## config.mk

```make
export PLATFORM = sky130hd
export DESIGN_NAME = ahbm_matrix
export DESIGN_NICKNAME = d
export VERILOG_FILES = /design/src/core/ahbm_pkg.sv /design/src/core/ahbm_rr_arb.sv /design/src/core/ahbm_matrix.sv
export SDC_FILE = /design/constraint.sdc
export NUM_CORES = 2
export LEC_CHECK = 0
export BUFFER_PORTS_ARGS = -buffer_cell sky130_fd_sc_hd__buf_4
export CAP_MARGIN = 20
export CELL_PAD_IN_SITES_DETAIL_PLACEMENT = 0
export CELL_PAD_IN_SITES_GLOBAL_PLACEMENT = 1
export CORE_AREA = 2 2 514 516
export CTS_CLUSTER_DIAMETER = 200
export DETAILED_ROUTE_END_ITERATION = 12
export DIE_AREA = 0 0 516 518
export PLACE_DENSITY_LB_ADDON = 0.1
export SYNTH_ARGS = -nofsm -noshare
export SYNTH_HDL_FRONTEND = slang
export SYNTH_SLANG_ARGS = --single-unit
```

## constraint.sdc

```tcl
create_clock -name clk_sys -period 30.7 [get_ports clk_sys]
set_input_delay 6.14 -clock clk_sys [delete_from_list [all_inputs] [get_ports clk_sys]]
set_output_delay 6.14 -clock clk_sys [all_outputs]
set_load 0.005 [all_outputs]
```

## src/core/ahbm_pkg.sv

```systemverilog
// Shared constants, types and decode helpers of the multilayer bus matrix.
package ahbm_pkg;

	// ------------------------------------------------------------
	// Port counts and widths
	// ------------------------------------------------------------
	localparam int NM = 5;
	localparam int NS = 7;
	localparam int AW = 32;
	localparam int DW = 32;
	localparam int MW = 3;
	localparam int SW = 3;
	localparam int PAGE_LSB = 10;
	localparam int PW = AW - PAGE_LSB;

	// ------------------------------------------------------------
	// Master and slave port indices
	// ------------------------------------------------------------
	localparam logic [MW-1:0] M_IFETCH = 3'h0;
	localparam logic [MW-1:0] M_CDATA = 3'h1;
	localparam logic [MW-1:0] M_CSYS = 3'h2;
	localparam logic [MW-1:0] M_DMA_A = 3'h3;
	localparam logic [MW-1:0] M_DMA_B = 3'h4;
	localparam logic [SW-1:0] S_FLASH_I = 3'h0;
	localparam logic [SW-1:0] S_FLASH_D = 3'h1;
	localparam logic [SW-1:0] S_SRAM = 3'h2;
	localparam logic [SW-1:0] S_EXTMEM = 3'h3;
	localparam logic [SW-1:0] S_AHBP = 3'h4;
	localparam logic [SW-1:0] S_PLOW = 3'h5;
	localparam logic [SW-1:0] S_PHIGH = 3'h6;
	localparam logic [SW-1:0] S_NONE = 3'h7;

	// Row per slave, bit per master (bit 0 is the instruction fetch master).
	localparam logic [NS-1:0][NM-1:0] CONN_MAP = {
		5'h1c, 5'h1c, 5'h1c, 5'h1f, 5'h1f, 5'h1a, 5'h01
	};

	// ------------------------------------------------------------
	// Address regions
	// ------------------------------------------------------------
	localparam logic [AW-1:0] CODE_BASE = 32'h0000_0000;
	localparam logic [AW-1:0] CODE_LAST = 32'h1fff_ffff;
	localparam logic [AW-1:0] SRAM_BASE = 32'h2000_0000;
	localparam logic [AW-1:0] SRAM_LAST = 32'h3fff_ffff;
	localparam logic [AW-1:0] PLOW_BASE = 32'h4000_0000;
	localparam logic [AW-1:0] PLOW_LAST = 32'h4000_ffff;
	localparam logic [AW-1:0] PHIGH_BASE = 32'h4001_0000;
	localparam logic [AW-1:0] PHIGH_LAST = 32'h4001_ffff;
	localparam logic [AW-1:0] AHBP_BASE = 32'h4002_0000;
	localparam logic [AW-1:0] AHBP_LAST = 32'h5fff_ffff;
	localparam logic [AW-1:0] EXT_BASE = 32'h6000_0000;
	localparam logic [AW-1:0] EXT_LAST = 32'h6fff_ffff;

	// ------------------------------------------------------------
	// Bus encodings, reset values and clock rates
	// ------------------------------------------------------------
	localparam logic [1:0] HT_IDLE = 2'h0;
	localparam logic [1:0] HT_NONSEQ = 2'h2;
	localparam logic [MW-1:0] ARB_LAST_RST = 3'h4;
	localparam int SYS_CLK_HZ = 40_000_000;
	localparam int PLOW_MAX_HZ = 54_000_000;
	localparam int PHIGH_MAX_HZ = 108_000_000;

	typedef enum logic [2:0] {
		MS_IDLE = 3'h0,
		MS_WAIT = 3'h1,
		MS_DATA = 3'h2,
		MS_DONE = 3'h3,
		MS_ERR1 = 3'h4,
		MS_ERR2 = 3'h5
	} ahbm_mst_t;

	typedef enum logic [1:0] {
		SS_IDLE = 2'h0,
		SS_ADDR = 2'h1,
		SS_DATA = 2'h2
	} ahbm_slv_t;

	function automatic int ahbm_pdiv(input int max_hz);
		return (SYS_CLK_HZ + max_hz - 1) / max_hz;
	endfunction

	localparam int PLOW_DIV = ahbm_pdiv(PLOW_MAX_HZ);
	localparam int PHIGH_DIV = ahbm_pdiv(PHIGH_MAX_HZ);
	localparam logic [1:0][3:0] PDIV_LAST = {4'(PHIGH_DIV - 1), 4'(PLOW_DIV - 1)};

	function automatic logic ahbm_in_rng(input logic [PW-1:0] pg, input logic [AW-1:0] lo,
		input logic [AW-1:0] hi);
		return (pg >= lo[AW-1:PAGE_LSB]) && (pg <= hi[AW-1:PAGE_LSB]);
	endfunction

	// Maps a master's address to its slave port, or S_NONE where no path exists.
	function automatic logic [SW-1:0] ahbm_decode(input logic [MW-1:0] mi,
		input logic [AW-1:0] a);
		logic [PW-1:0] pg;
		logic [SW-1:0] s;
		pg = a[AW-1:PAGE_LSB];
		if (ahbm_in_rng(pg, CODE_BASE, CODE_LAST)) begin
			s = (mi == M_IFETCH) ? S_FLASH_I : S_FLASH_D;
		end else if (ahbm_in_rng(pg, SRAM_BASE, SRAM_LAST)) begin
			s = S_SRAM;
		end else if (ahbm_in_rng(pg, PLOW_BASE, PLOW_LAST)) begin
			s = S_PLOW;
		end else if (ahbm_in_rng(pg, PHIGH_BASE, PHIGH_LAST)) begin
			s = S_PHIGH;
		end else if (ahbm_in_rng(pg, AHBP_BASE, AHBP_LAST)) begin
			s = S_AHBP;
		end else if (ahbm_in_rng(pg, EXT_BASE, EXT_LAST)) begin
			s = S_EXTMEM;
		end else begin
			s = S_NONE;
		end
		if (s != S_NONE && !CONN_MAP[s][mi]) begin
			s = S_NONE;
		end
		return s;
	endfunction

	function automatic logic [MW-1:0] ahbm_oh2idx(input logic [NM-1:0] oh);
		logic [MW-1:0] idx;
		idx = '0;
		for (int i = 0; i < NM; i++) begin
			if (oh[i]) begin
				idx = MW'(i);
			end
		end
		return idx;
	endfunction

endpackage

```

## src/core/ahbm_rr_arb.sv

```systemverilog
// Round-robin arbiter for one slave port of the bus matrix.
`timescale 1ns/1ps
module ahbm_rr_arb import ahbm_pkg::*; (
	// Clock and reset
	input wire logic clk_sys,
	input wire logic rst,
	// Requests and grant
	input wire logic en,
	input wire logic [NM-1:0] req,
	output logic [NM-1:0] gnt
);

	logic [MW-1:0] last_ff;

	// Search starts just after the last winner so no master starves.
	always_comb begin
		int j;
		logic found;
		j = 0;
		found = 1'b0;
		gnt = '0;
		for (int k = 1; k <= NM; k++) begin
			j = (int'(last_ff) + k) % NM;
			if (en && !found && req[j]) begin
				gnt[j] = 1'b1;
				found = 1'b1;
			end
		end
	end

	always_ff @(posedge clk_sys or posedge rst) begin
		if (rst) begin
			last_ff <= ARB_LAST_RST;
		end else if (|gnt) begin
			last_ff <= ahbm_oh2idx(gnt);
		end
	end
endmodule

```

## src/core/ahbm_matrix.sv

```systemverilog
// Multilayer AHB interconnect matrix: five masters, seven slave ports.
`timescale 1ns/1ps

// Operation
// - 32-bit fabric; each slave port runs on its own so paths work in parallel.
// - Matrix feeds one AHB peripheral bus and two APB bridges as slave ports.
// - Five master ports: fetch, core data, core system, two DMA masters.
// - Seven slave ports: flash instr, flash data, SRAM, ext mem, AHB, two APB.
// - Fixed connectivity map decides which master reaches which slave.
// - Unconnected master and slave pairs have no path at all.
// - System regions routed for the system master are SRAM, external memory and peripherals.
// - Each DMA master port belongs to exactly one DMA controller.
// - Flash instruction slave is the flash controller's instruction side.
// - Flash data slave is the flash controller's data side.
// - AHB peripheral port forwards onto a bus reaching every AHB peripheral.
// - Low peripheral bus clock never exceeds 54 MHz.
// - High peripheral bus runs at full system clock, up to 108 MHz.
// - Peripherals decode on 1 KB windows, ignoring the low ten address bits.
// - Addresses 0x6000_0000 to 0x6fff_ffff go to the external memory slave.
module ahbm_matrix import ahbm_pkg::*; (
	// Clock and reset
	input wire logic clk_sys,
	input wire logic rst,
	// Master ports
	input wire logic [NM-1:0][AW-1:0] m_haddr,
	input wire logic [NM-1:0][1:0] m_htrans,
	input wire logic [NM-1:0] m_hwrite,
	input wire logic [NM-1:0][2:0] m_hsize,
	input wire logic [NM-1:0][3:0] m_hprot,
	input wire logic [NM-1:0][DW-1:0] m_hwdata,
	output logic [NM-1:0] m_hready,
	output logic [NM-1:0] m_hresp,
	output logic [NM-1:0][DW-1:0] m_hrdata,
	// Slave ports
	output logic [NS-1:0] s_hsel,
	output logic [NS-1:0][AW-1:0] s_haddr,
	output logic [NS-1:0][1:0] s_htrans,
	output logic [NS-1:0] s_hwrite,
	output logic [NS-1:0][2:0] s_hsize,
	output logic [NS-1:0][3:0] s_hprot,
	output logic [NS-1:0][DW-1:0] s_hwdata,
	output logic [NS-1:0] s_hready,
	input wire logic [NS-1:0] s_hreadyout,
	input wire logic [NS-1:0] s_hresp,
	input wire logic [NS-1:0][DW-1:0] s_hrdata,
	// Peripheral bus clock enables
	output logic plow_pclk_en,
	output logic phigh_pclk_en
);

	// ------------------------------------------------------------
	// Declarations
	// ------------------------------------------------------------
	ahbm_mst_t mst_ff [NM];
	ahbm_mst_t nxt_mst [NM];
	logic [NM-1:0][AW-1:0] hold_addr_ff;
	logic [NM-1:0] hold_write_ff;
	logic [NM-1:0][2:0] hold_size_ff;
	logic [NM-1:0][3:0] hold_prot_ff;
	logic [NM-1:0][SW-1:0] tgt_ff;
	logic [NM-1:0][DW-1:0] rdata_ff;
	logic [NM-1:0] take_req;
	logic [NM-1:0][SW-1:0] dec_slv;
	logic [NM-1:0] mst_gnt;
	logic [NM-1:0] mst_done;
	logic [NM-1:0] mst_err;
	logic [NM-1:0][DW-1:0] done_data;
	ahbm_slv_t sst_ff [NS];
	logic [NS-1:0][MW-1:0] own_ff;
	logic [NS-1:0][NM-1:0] slv_req;
	logic [NS-1:0][NM-1:0] slv_gnt;
	logic [NS-1:0] slv_idle;
	logic [NS-1:0] slv_done;
	logic [NS-1:0] hsel_ff;
	logic [NS-1:0][AW-1:0] haddr_ff;
	logic [NS-1:0] hwrite_ff;
	logic [NS-1:0][2:0] hsize_ff;
	logic [NS-1:0][3:0] hprot_ff;
	logic [NS-1:0][DW-1:0] hwdata_ff;
	logic [1:0][3:0] pdiv_ff;

	// ------------------------------------------------------------
	// Master side
	// ------------------------------------------------------------
	// A master's address phase is held here until its slave grants it.
	always_comb begin
		for (int m = 0; m < NM; m++) begin
			m_hready[m] = mst_ff[m] inside {MS_IDLE, MS_DONE, MS_ERR2};
			m_hresp[m] = mst_ff[m] inside {MS_ERR1, MS_ERR2};
			take_req[m] = m_hready[m] && m_htrans[m][1];
			dec_slv[m] = ahbm_decode(MW'(m), m_haddr[m]);
		end
	end

	always_comb begin
		mst_gnt = '0;
		mst_done = '0;
		mst_err = '0;
		done_data = '0;
		for (int s = 0; s < NS; s++) begin
			mst_gnt = mst_gnt | slv_gnt[s];
			if (slv_done[s]) begin
				mst_done[own_ff[s]] = 1'b1;
				mst_err[own_ff[s]] = s_hresp[s];
				done_data[own_ff[s]] = s_hrdata[s];
			end
		end
	end

	always_comb begin
		for (int m = 0; m < NM; m++) begin
			nxt_mst[m] = mst_ff[m];
			case (mst_ff[m])
				MS_IDLE, MS_DONE, MS_ERR2: begin
					if (take_req[m]) begin
						nxt_mst[m] = (dec_slv[m] == S_NONE) ? MS_ERR1 : MS_WAIT;
					end else begin
						nxt_mst[m] = MS_IDLE;
					end
				end
				MS_WAIT: begin
					if (mst_gnt[m]) begin
						nxt_mst[m] = MS_DATA;
					end
				end
				MS_DATA: begin
					if (mst_done[m]) begin
						nxt_mst[m] = mst_err[m] ? MS_ERR1 : MS_DONE;
					end
				end
				MS_ERR1: nxt_mst[m] = MS_ERR2;
				default: nxt_mst[m] = MS_IDLE;
			endcase
		end
	end

	always_ff @(posedge clk_sys or posedge rst) begin
		if (rst) begin
			for (int m = 0; m < NM; m++) begin
				mst_ff[m] <= MS_IDLE;
			end
		end else begin
			for (int m = 0; m < NM; m++) begin
				mst_ff[m] <= nxt_mst[m];
			end
		end
	end

	always_ff @(posedge clk_sys or posedge rst) begin
		if (rst) begin
			hold_addr_ff <= '0;
			hold_write_ff <= '0;
			hold_size_ff <= '0;
			hold_prot_ff <= '0;
			tgt_ff <= '0;
		end else begin
			for (int m = 0; m < NM; m++) begin
				if (take_req[m]) begin
					hold_addr_ff[m] <= m_haddr[m];
					hold_write_ff[m] <= m_hwrite[m];
					hold_size_ff[m] <= m_hsize[m];
					hold_prot_ff[m] <= m_hprot[m];
					tgt_ff[m] <= dec_slv[m];
				end
			end
		end
	end

	always_ff @(posedge clk_sys or posedge rst) begin
		if (rst) begin
			rdata_ff <= '0;
		end else begin
			for (int m = 0; m < NM; m++) begin
				if (mst_done[m]) begin
					rdata_ff[m] <= done_data[m];
				end
			end
		end
	end

	assign m_hrdata = rdata_ff;

	// ------------------------------------------------------------
	// Slave side
	// ------------------------------------------------------------
	// Every slave port has its own arbiter and sequencer, so masters bound
	// for different slaves proceed in the same cycles.
	always_comb begin
		for (int s = 0; s < NS; s++) begin
			slv_idle[s] = sst_ff[s] == SS_IDLE;
			slv_done[s] = (sst_ff[s] == SS_DATA) && s_hreadyout[s];
			s_hready[s] = (sst_ff[s] == SS_DATA) ? s_hreadyout[s] : 1'b1;
			for (int m = 0; m < NM; m++) begin
				slv_req[s][m] = (mst_ff[m] == MS_WAIT) && (tgt_ff[m] == SW'(s)) && CONN_MAP[s][m];
			end
		end
	end

	for (genvar s = 0; s < NS; s++) begin : g_slv
		ahbm_rr_arb u_arb (
			.clk_sys(clk_sys),
			.rst(rst),
			.en(slv_idle[s]),
			.req(slv_req[s]),
			.gnt(slv_gnt[s])
		);
	end

	// Address phase is issued from flops one cycle after the grant; write data
	// is taken from the owner while it is held in its stalled data phase.
	always_ff @(posedge clk_sys or posedge rst) begin
		if (rst) begin
			for (int s = 0; s < NS; s++) begin
				sst_ff[s] <= SS_IDLE;
			end
			own_ff <= '0;
			hsel_ff <= '0;
			haddr_ff <= '0;
			hwrite_ff <= '0;
			hsize_ff <= '0;
			hprot_ff <= '0;
			hwdata_ff <= '0;
		end else begin
			for (int s = 0; s < NS; s++) begin
				case (sst_ff[s])
					SS_IDLE: begin
						if (|slv_gnt[s]) begin
							own_ff[s] <= ahbm_oh2idx(slv_gnt[s]);
							hsel_ff[s] <= 1'b1;
							haddr_ff[s] <= hold_addr_ff[ahbm_oh2idx(slv_gnt[s])];
							hwrite_ff[s] <= hold_write_ff[ahbm_oh2idx(slv_gnt[s])];
							hsize_ff[s] <= hold_size_ff[ahbm_oh2idx(slv_gnt[s])];
							hprot_ff[s] <= hold_prot_ff[ahbm_oh2idx(slv_gnt[s])];
							sst_ff[s] <= SS_ADDR;
						end
					end
					SS_ADDR: begin
						hsel_ff[s] <= 1'b0;
						hwdata_ff[s] <= m_hwdata[own_ff[s]];
						sst_ff[s] <= SS_DATA;
					end
					SS_DATA: begin
						if (s_hreadyout[s]) begin
							sst_ff[s] <= SS_IDLE;
						end
					end
					default: sst_ff[s] <= SS_IDLE;
				endcase
			end
		end
	end

	assign s_hsel = hsel_ff;
	assign s_haddr = haddr_ff;
	assign s_hwrite = hwrite_ff;
	assign s_hsize = hsize_ff;
	assign s_hprot = hprot_ff;
	assign s_hwdata = hwdata_ff;
	always_comb begin
		for (int s = 0; s < NS; s++) begin
			s_htrans[s] = hsel_ff[s] ? HT_NONSEQ : HT_IDLE;
		end
	end

	// ------------------------------------------------------------
	// Peripheral bus clock enables
	// ------------------------------------------------------------
	always_ff @(posedge clk_sys or posedge rst) begin
		if (rst) begin
			pdiv_ff <= '0;
		end else begin
			for (int i = 0; i < 2; i++) begin
				pdiv_ff[i] <= (pdiv_ff[i] == PDIV_LAST[i]) ? 4'h0 : pdiv_ff[i] + 4'h1;
			end
		end
	end

	assign plow_pclk_en = pdiv_ff[0] == 4'h0;
	assign phigh_pclk_en = pdiv_ff[1] == 4'h0;

	for (genvar s = 0; s < NS; s++) begin : g_chk_s

	end

	for (genvar m = 0; m < NM; m++) begin : g_chk_m

	end
endmodule

```

==> results.yml <==
cts:
  clk_pin_slew_worst_paths_ns: 0.06
  post-cts-setup-buffers: 0
  clockBufferDepth: 3
  cts_tree: "built"
  cts.sinks: 965
  cts_root_buf: "clkbuf_16"
  cts-buffers-inserted: 132
  htree_levels: 4
  ctsHoldBuffers: 0
  clk_latency_ns: 0.86
  cts_resized: 0
floorplanning:
  die_h_um: 518
  coreArea_um2: 262000
  die_w_um: 516
  rows: 188
  start_util: 0.289
  die_area_um2: 267000
  io_pins: 1314
pwr:
  pwr-share-clk: 0.119
  p_comb_frac: 0.687
  p_seq_frac: 0.195
  switching_share: 0.548
  p_int_mw: 6.44
  peakVddDrop_uv: 224
  power_mw: 14.2
  powerDensity_nw_per_um2: 152
  power.switching_mw: 7.80
  p_leak_nw: 39.5
finish:
  layout_common_cells: "buf_4 (1506), dfrtp_1 (941), o21ai_0 (879)"
  regArea_um2: 24200
  final_common_cell: "buf_4"
  fin_cells: 13300
  drive_gt1_frac: 0.266
  final_core_util: 0.358
  area_growth_pct: 23.8
  fillers: 27400
  multi_input_area_um2: 47600
  nets: 10400
timing:
  setup_viol: 0
  slew_headroom: 0.0726
  rsz0062_at_grt: "false"
  drv_slew: 0
  final.min_clock_period_ns: 13.06
  holdWs_ns: 0.467
  clock-skew-final_ns: 0.0944
  fmax_ghz: 0.0766
  tightest_slew_ns: 1.39
  finalCritPeriodShare: 0.425
  fin_tns_setup_ns: 0
  hold_viol: 0
route:
  drc: 0
  drtIter0Drc: 9600
  ant_nets: 0
  post_drt_wl_per_cell_um: 37.6
  vias_per_cell: 6.21
  first_pass_iters: 7
  vias: 82400
  routed_wl_um: 499000
grt:
  grt_pass1_vias: 78100
  grt_util_all_layers: 0.358
  grt_max_degree: 139
  grt_overflow: 0
  grt_pass1_wl_um: 674000
  antenna_found_initial: 129
yosys:
  synth_area_per_cell_um2: 8.71
  async_flop_share: 1.00
  synth-seq-area-share: 0.320
  synth_area_um2: 75500
  ys.warnings.count: 0
  synth-main-ff-cell: "dfrtp_1"
  synth-edff-count: 0
  ys_ff_latch: 965
  synthDistinctLibCells: 136
  synth_cells: 8676
critical_path:
  cp-startpoint: "s_hreadyout[3]"
  end_kind: "primary output"
  cp_cell_sequence: "buf_4 > or3b_2 > buf_4"
  crit_top_cell: "buf_4"
  critPathKind: "in -> out"
  crit_fanout: 3
  cp_data_arrival_time_ns: 6.92
  cp_slowest_stage_delay_ns: 0.46
  rr_startpoint: "g_slv[3].u_arb.last_ff[1]"
  cp_slowest_cell: "or3b_2"
  crit_path_start_kind: "primary input"
  cp.required_ns: 24.56
placed_design:
  port-buffer-count: 1301
  gp_congestion: 0.957
  dp_hpwl_um: 359000
  place_inst: 12900
run:
  max_cap_viol_count: 0
min_path:
  worstHoldStart: "pdiv_ff[7]"
  min_path_type: "reg -> reg"
status:
  status: "completed"
Yosys cell counts, types with 42 or more instances:
master    number  area [um^2]
mux2i_1      297         2970
a22oi_1      403         3030
o21a_1        43          323
o21ai_1       47          235
mux2_2       386         4350
ha_1         235         2940
a21boi_0      81          608
nand4_1       42          263
nor2_1       595         2230
nor2b_1       91          569
o311ai_0     114          998
a211oi_1     249         1870
o22a_1        76          666
a21oi_1      469         2350
buf_2        115          576
nor3_1       149          746
and3_1       120          751
xnor2_1       44          385
nor4_1        44          275
a221oi_1     174         1520
a31oi_1       50          313
nand3_1      184          921
o211ai_1      42          315
inv_1        242          908
buf_1         78          293
nand2_1      701         2630
dfrtp_1      958        24000
clkbuf_1     531         1990
o31ai_1       81          608
mux4_2        74         1670
o21ai_0      881         4410
nand2b_1      66          413
layer usage:
layer  wire length (um)  vias to the layer above  global-route usage
li1                   -                    34900                   -
met1             194000                    42000               0.435
met2             223000                     4529               0.557
met3              46000                      965              0.0977
met4              35200                       56               0.225
met5                373                        -                   0
registers in the layout, indices dropped and copies added (netlist names), 7 cells and up:
signal and flops:
own_ff 21, hold_prot_ff 20, s_hsize 21, s_hsel 7, s_hwrite 7, mst_ff 15, sst_ff 14, s_hprot 28
s_haddr 224, g_slv.u_arb.last_ff 21, hold_size_ff 15, tgt_ff 15, pdiv_ff 8, s_hwdata 224, m_hrdata 160, hold_addr_ff 160
critical path, delay by kind of cell:
kind,cells,cell delay (ns)
buf+inv,2,0.32
simple gates,1,0.46
layout make-up:
class | instances | share of cell area
Multi-Input combinational cell | 6675 | 0.509
Sequential cell | 965 | 0.259
Timing Repair Buffer | 1512 | 0.122
Tap cell | 3515 | 0.0470
Clock buffer | 197 | 0.0419
Inverter | 266 | 0.0107
Clock inverter | 45 | 0.00825
Antenna cell | 94 | 0.00251
through the flow:
step | instance area, um^2 | worst slack [ns]
after floorplan | 75600 | 11.28
after global placement | 88600 | 17.66
after detailed placement | 88600 | 17.65
after CTS | 93300 | 17.65
after global routing | 93400 | 17.64
final | 93500 | 17.64
logic make-up after synthesis:
family,synth area share
flops,0.320
buf+inv,0.0574
xor+xnor,0.00936
simple gates,0.148
compound gates,0.307
fa+ha+maj,0.0394
other cells,0.0000496
mux,0.119
path summary, 6_finish.rpt:
path                                          to  slack (ns)  cells past startpoint
worst max-delay path                 s_hready[3]       17.64                      3
worst min-delay path                  pdiv_ff[7]        0.47                      1
worst max register to register      s_haddr[122]       21.24                     22
worst min register to register        pdiv_ff[7]        0.47                      1
max in group asynchronous       hold_addr_ff[42]       21.84                      6
min in group asynchronous          s_hwdata[155]        5.47                      2
power by group through the flow:
| stage | Combinational [mW] | Clock (mW) | Sequential (mW) |
|---|---|---|---|
| finish | 9.78 | 1.69 | 2.77 |
| global route | 10.4 | 1.76 | 2.83 |
| CTS | 9.66 | 1.72 | 2.76 |
| detailed placement | 9.63 | 0 | 2.77 |
| global placement | 9.56 | 0 | 2.76 |
| floorplan | 5.90 | 0 | 2.38 |
(Power assumes the default switching activity.)
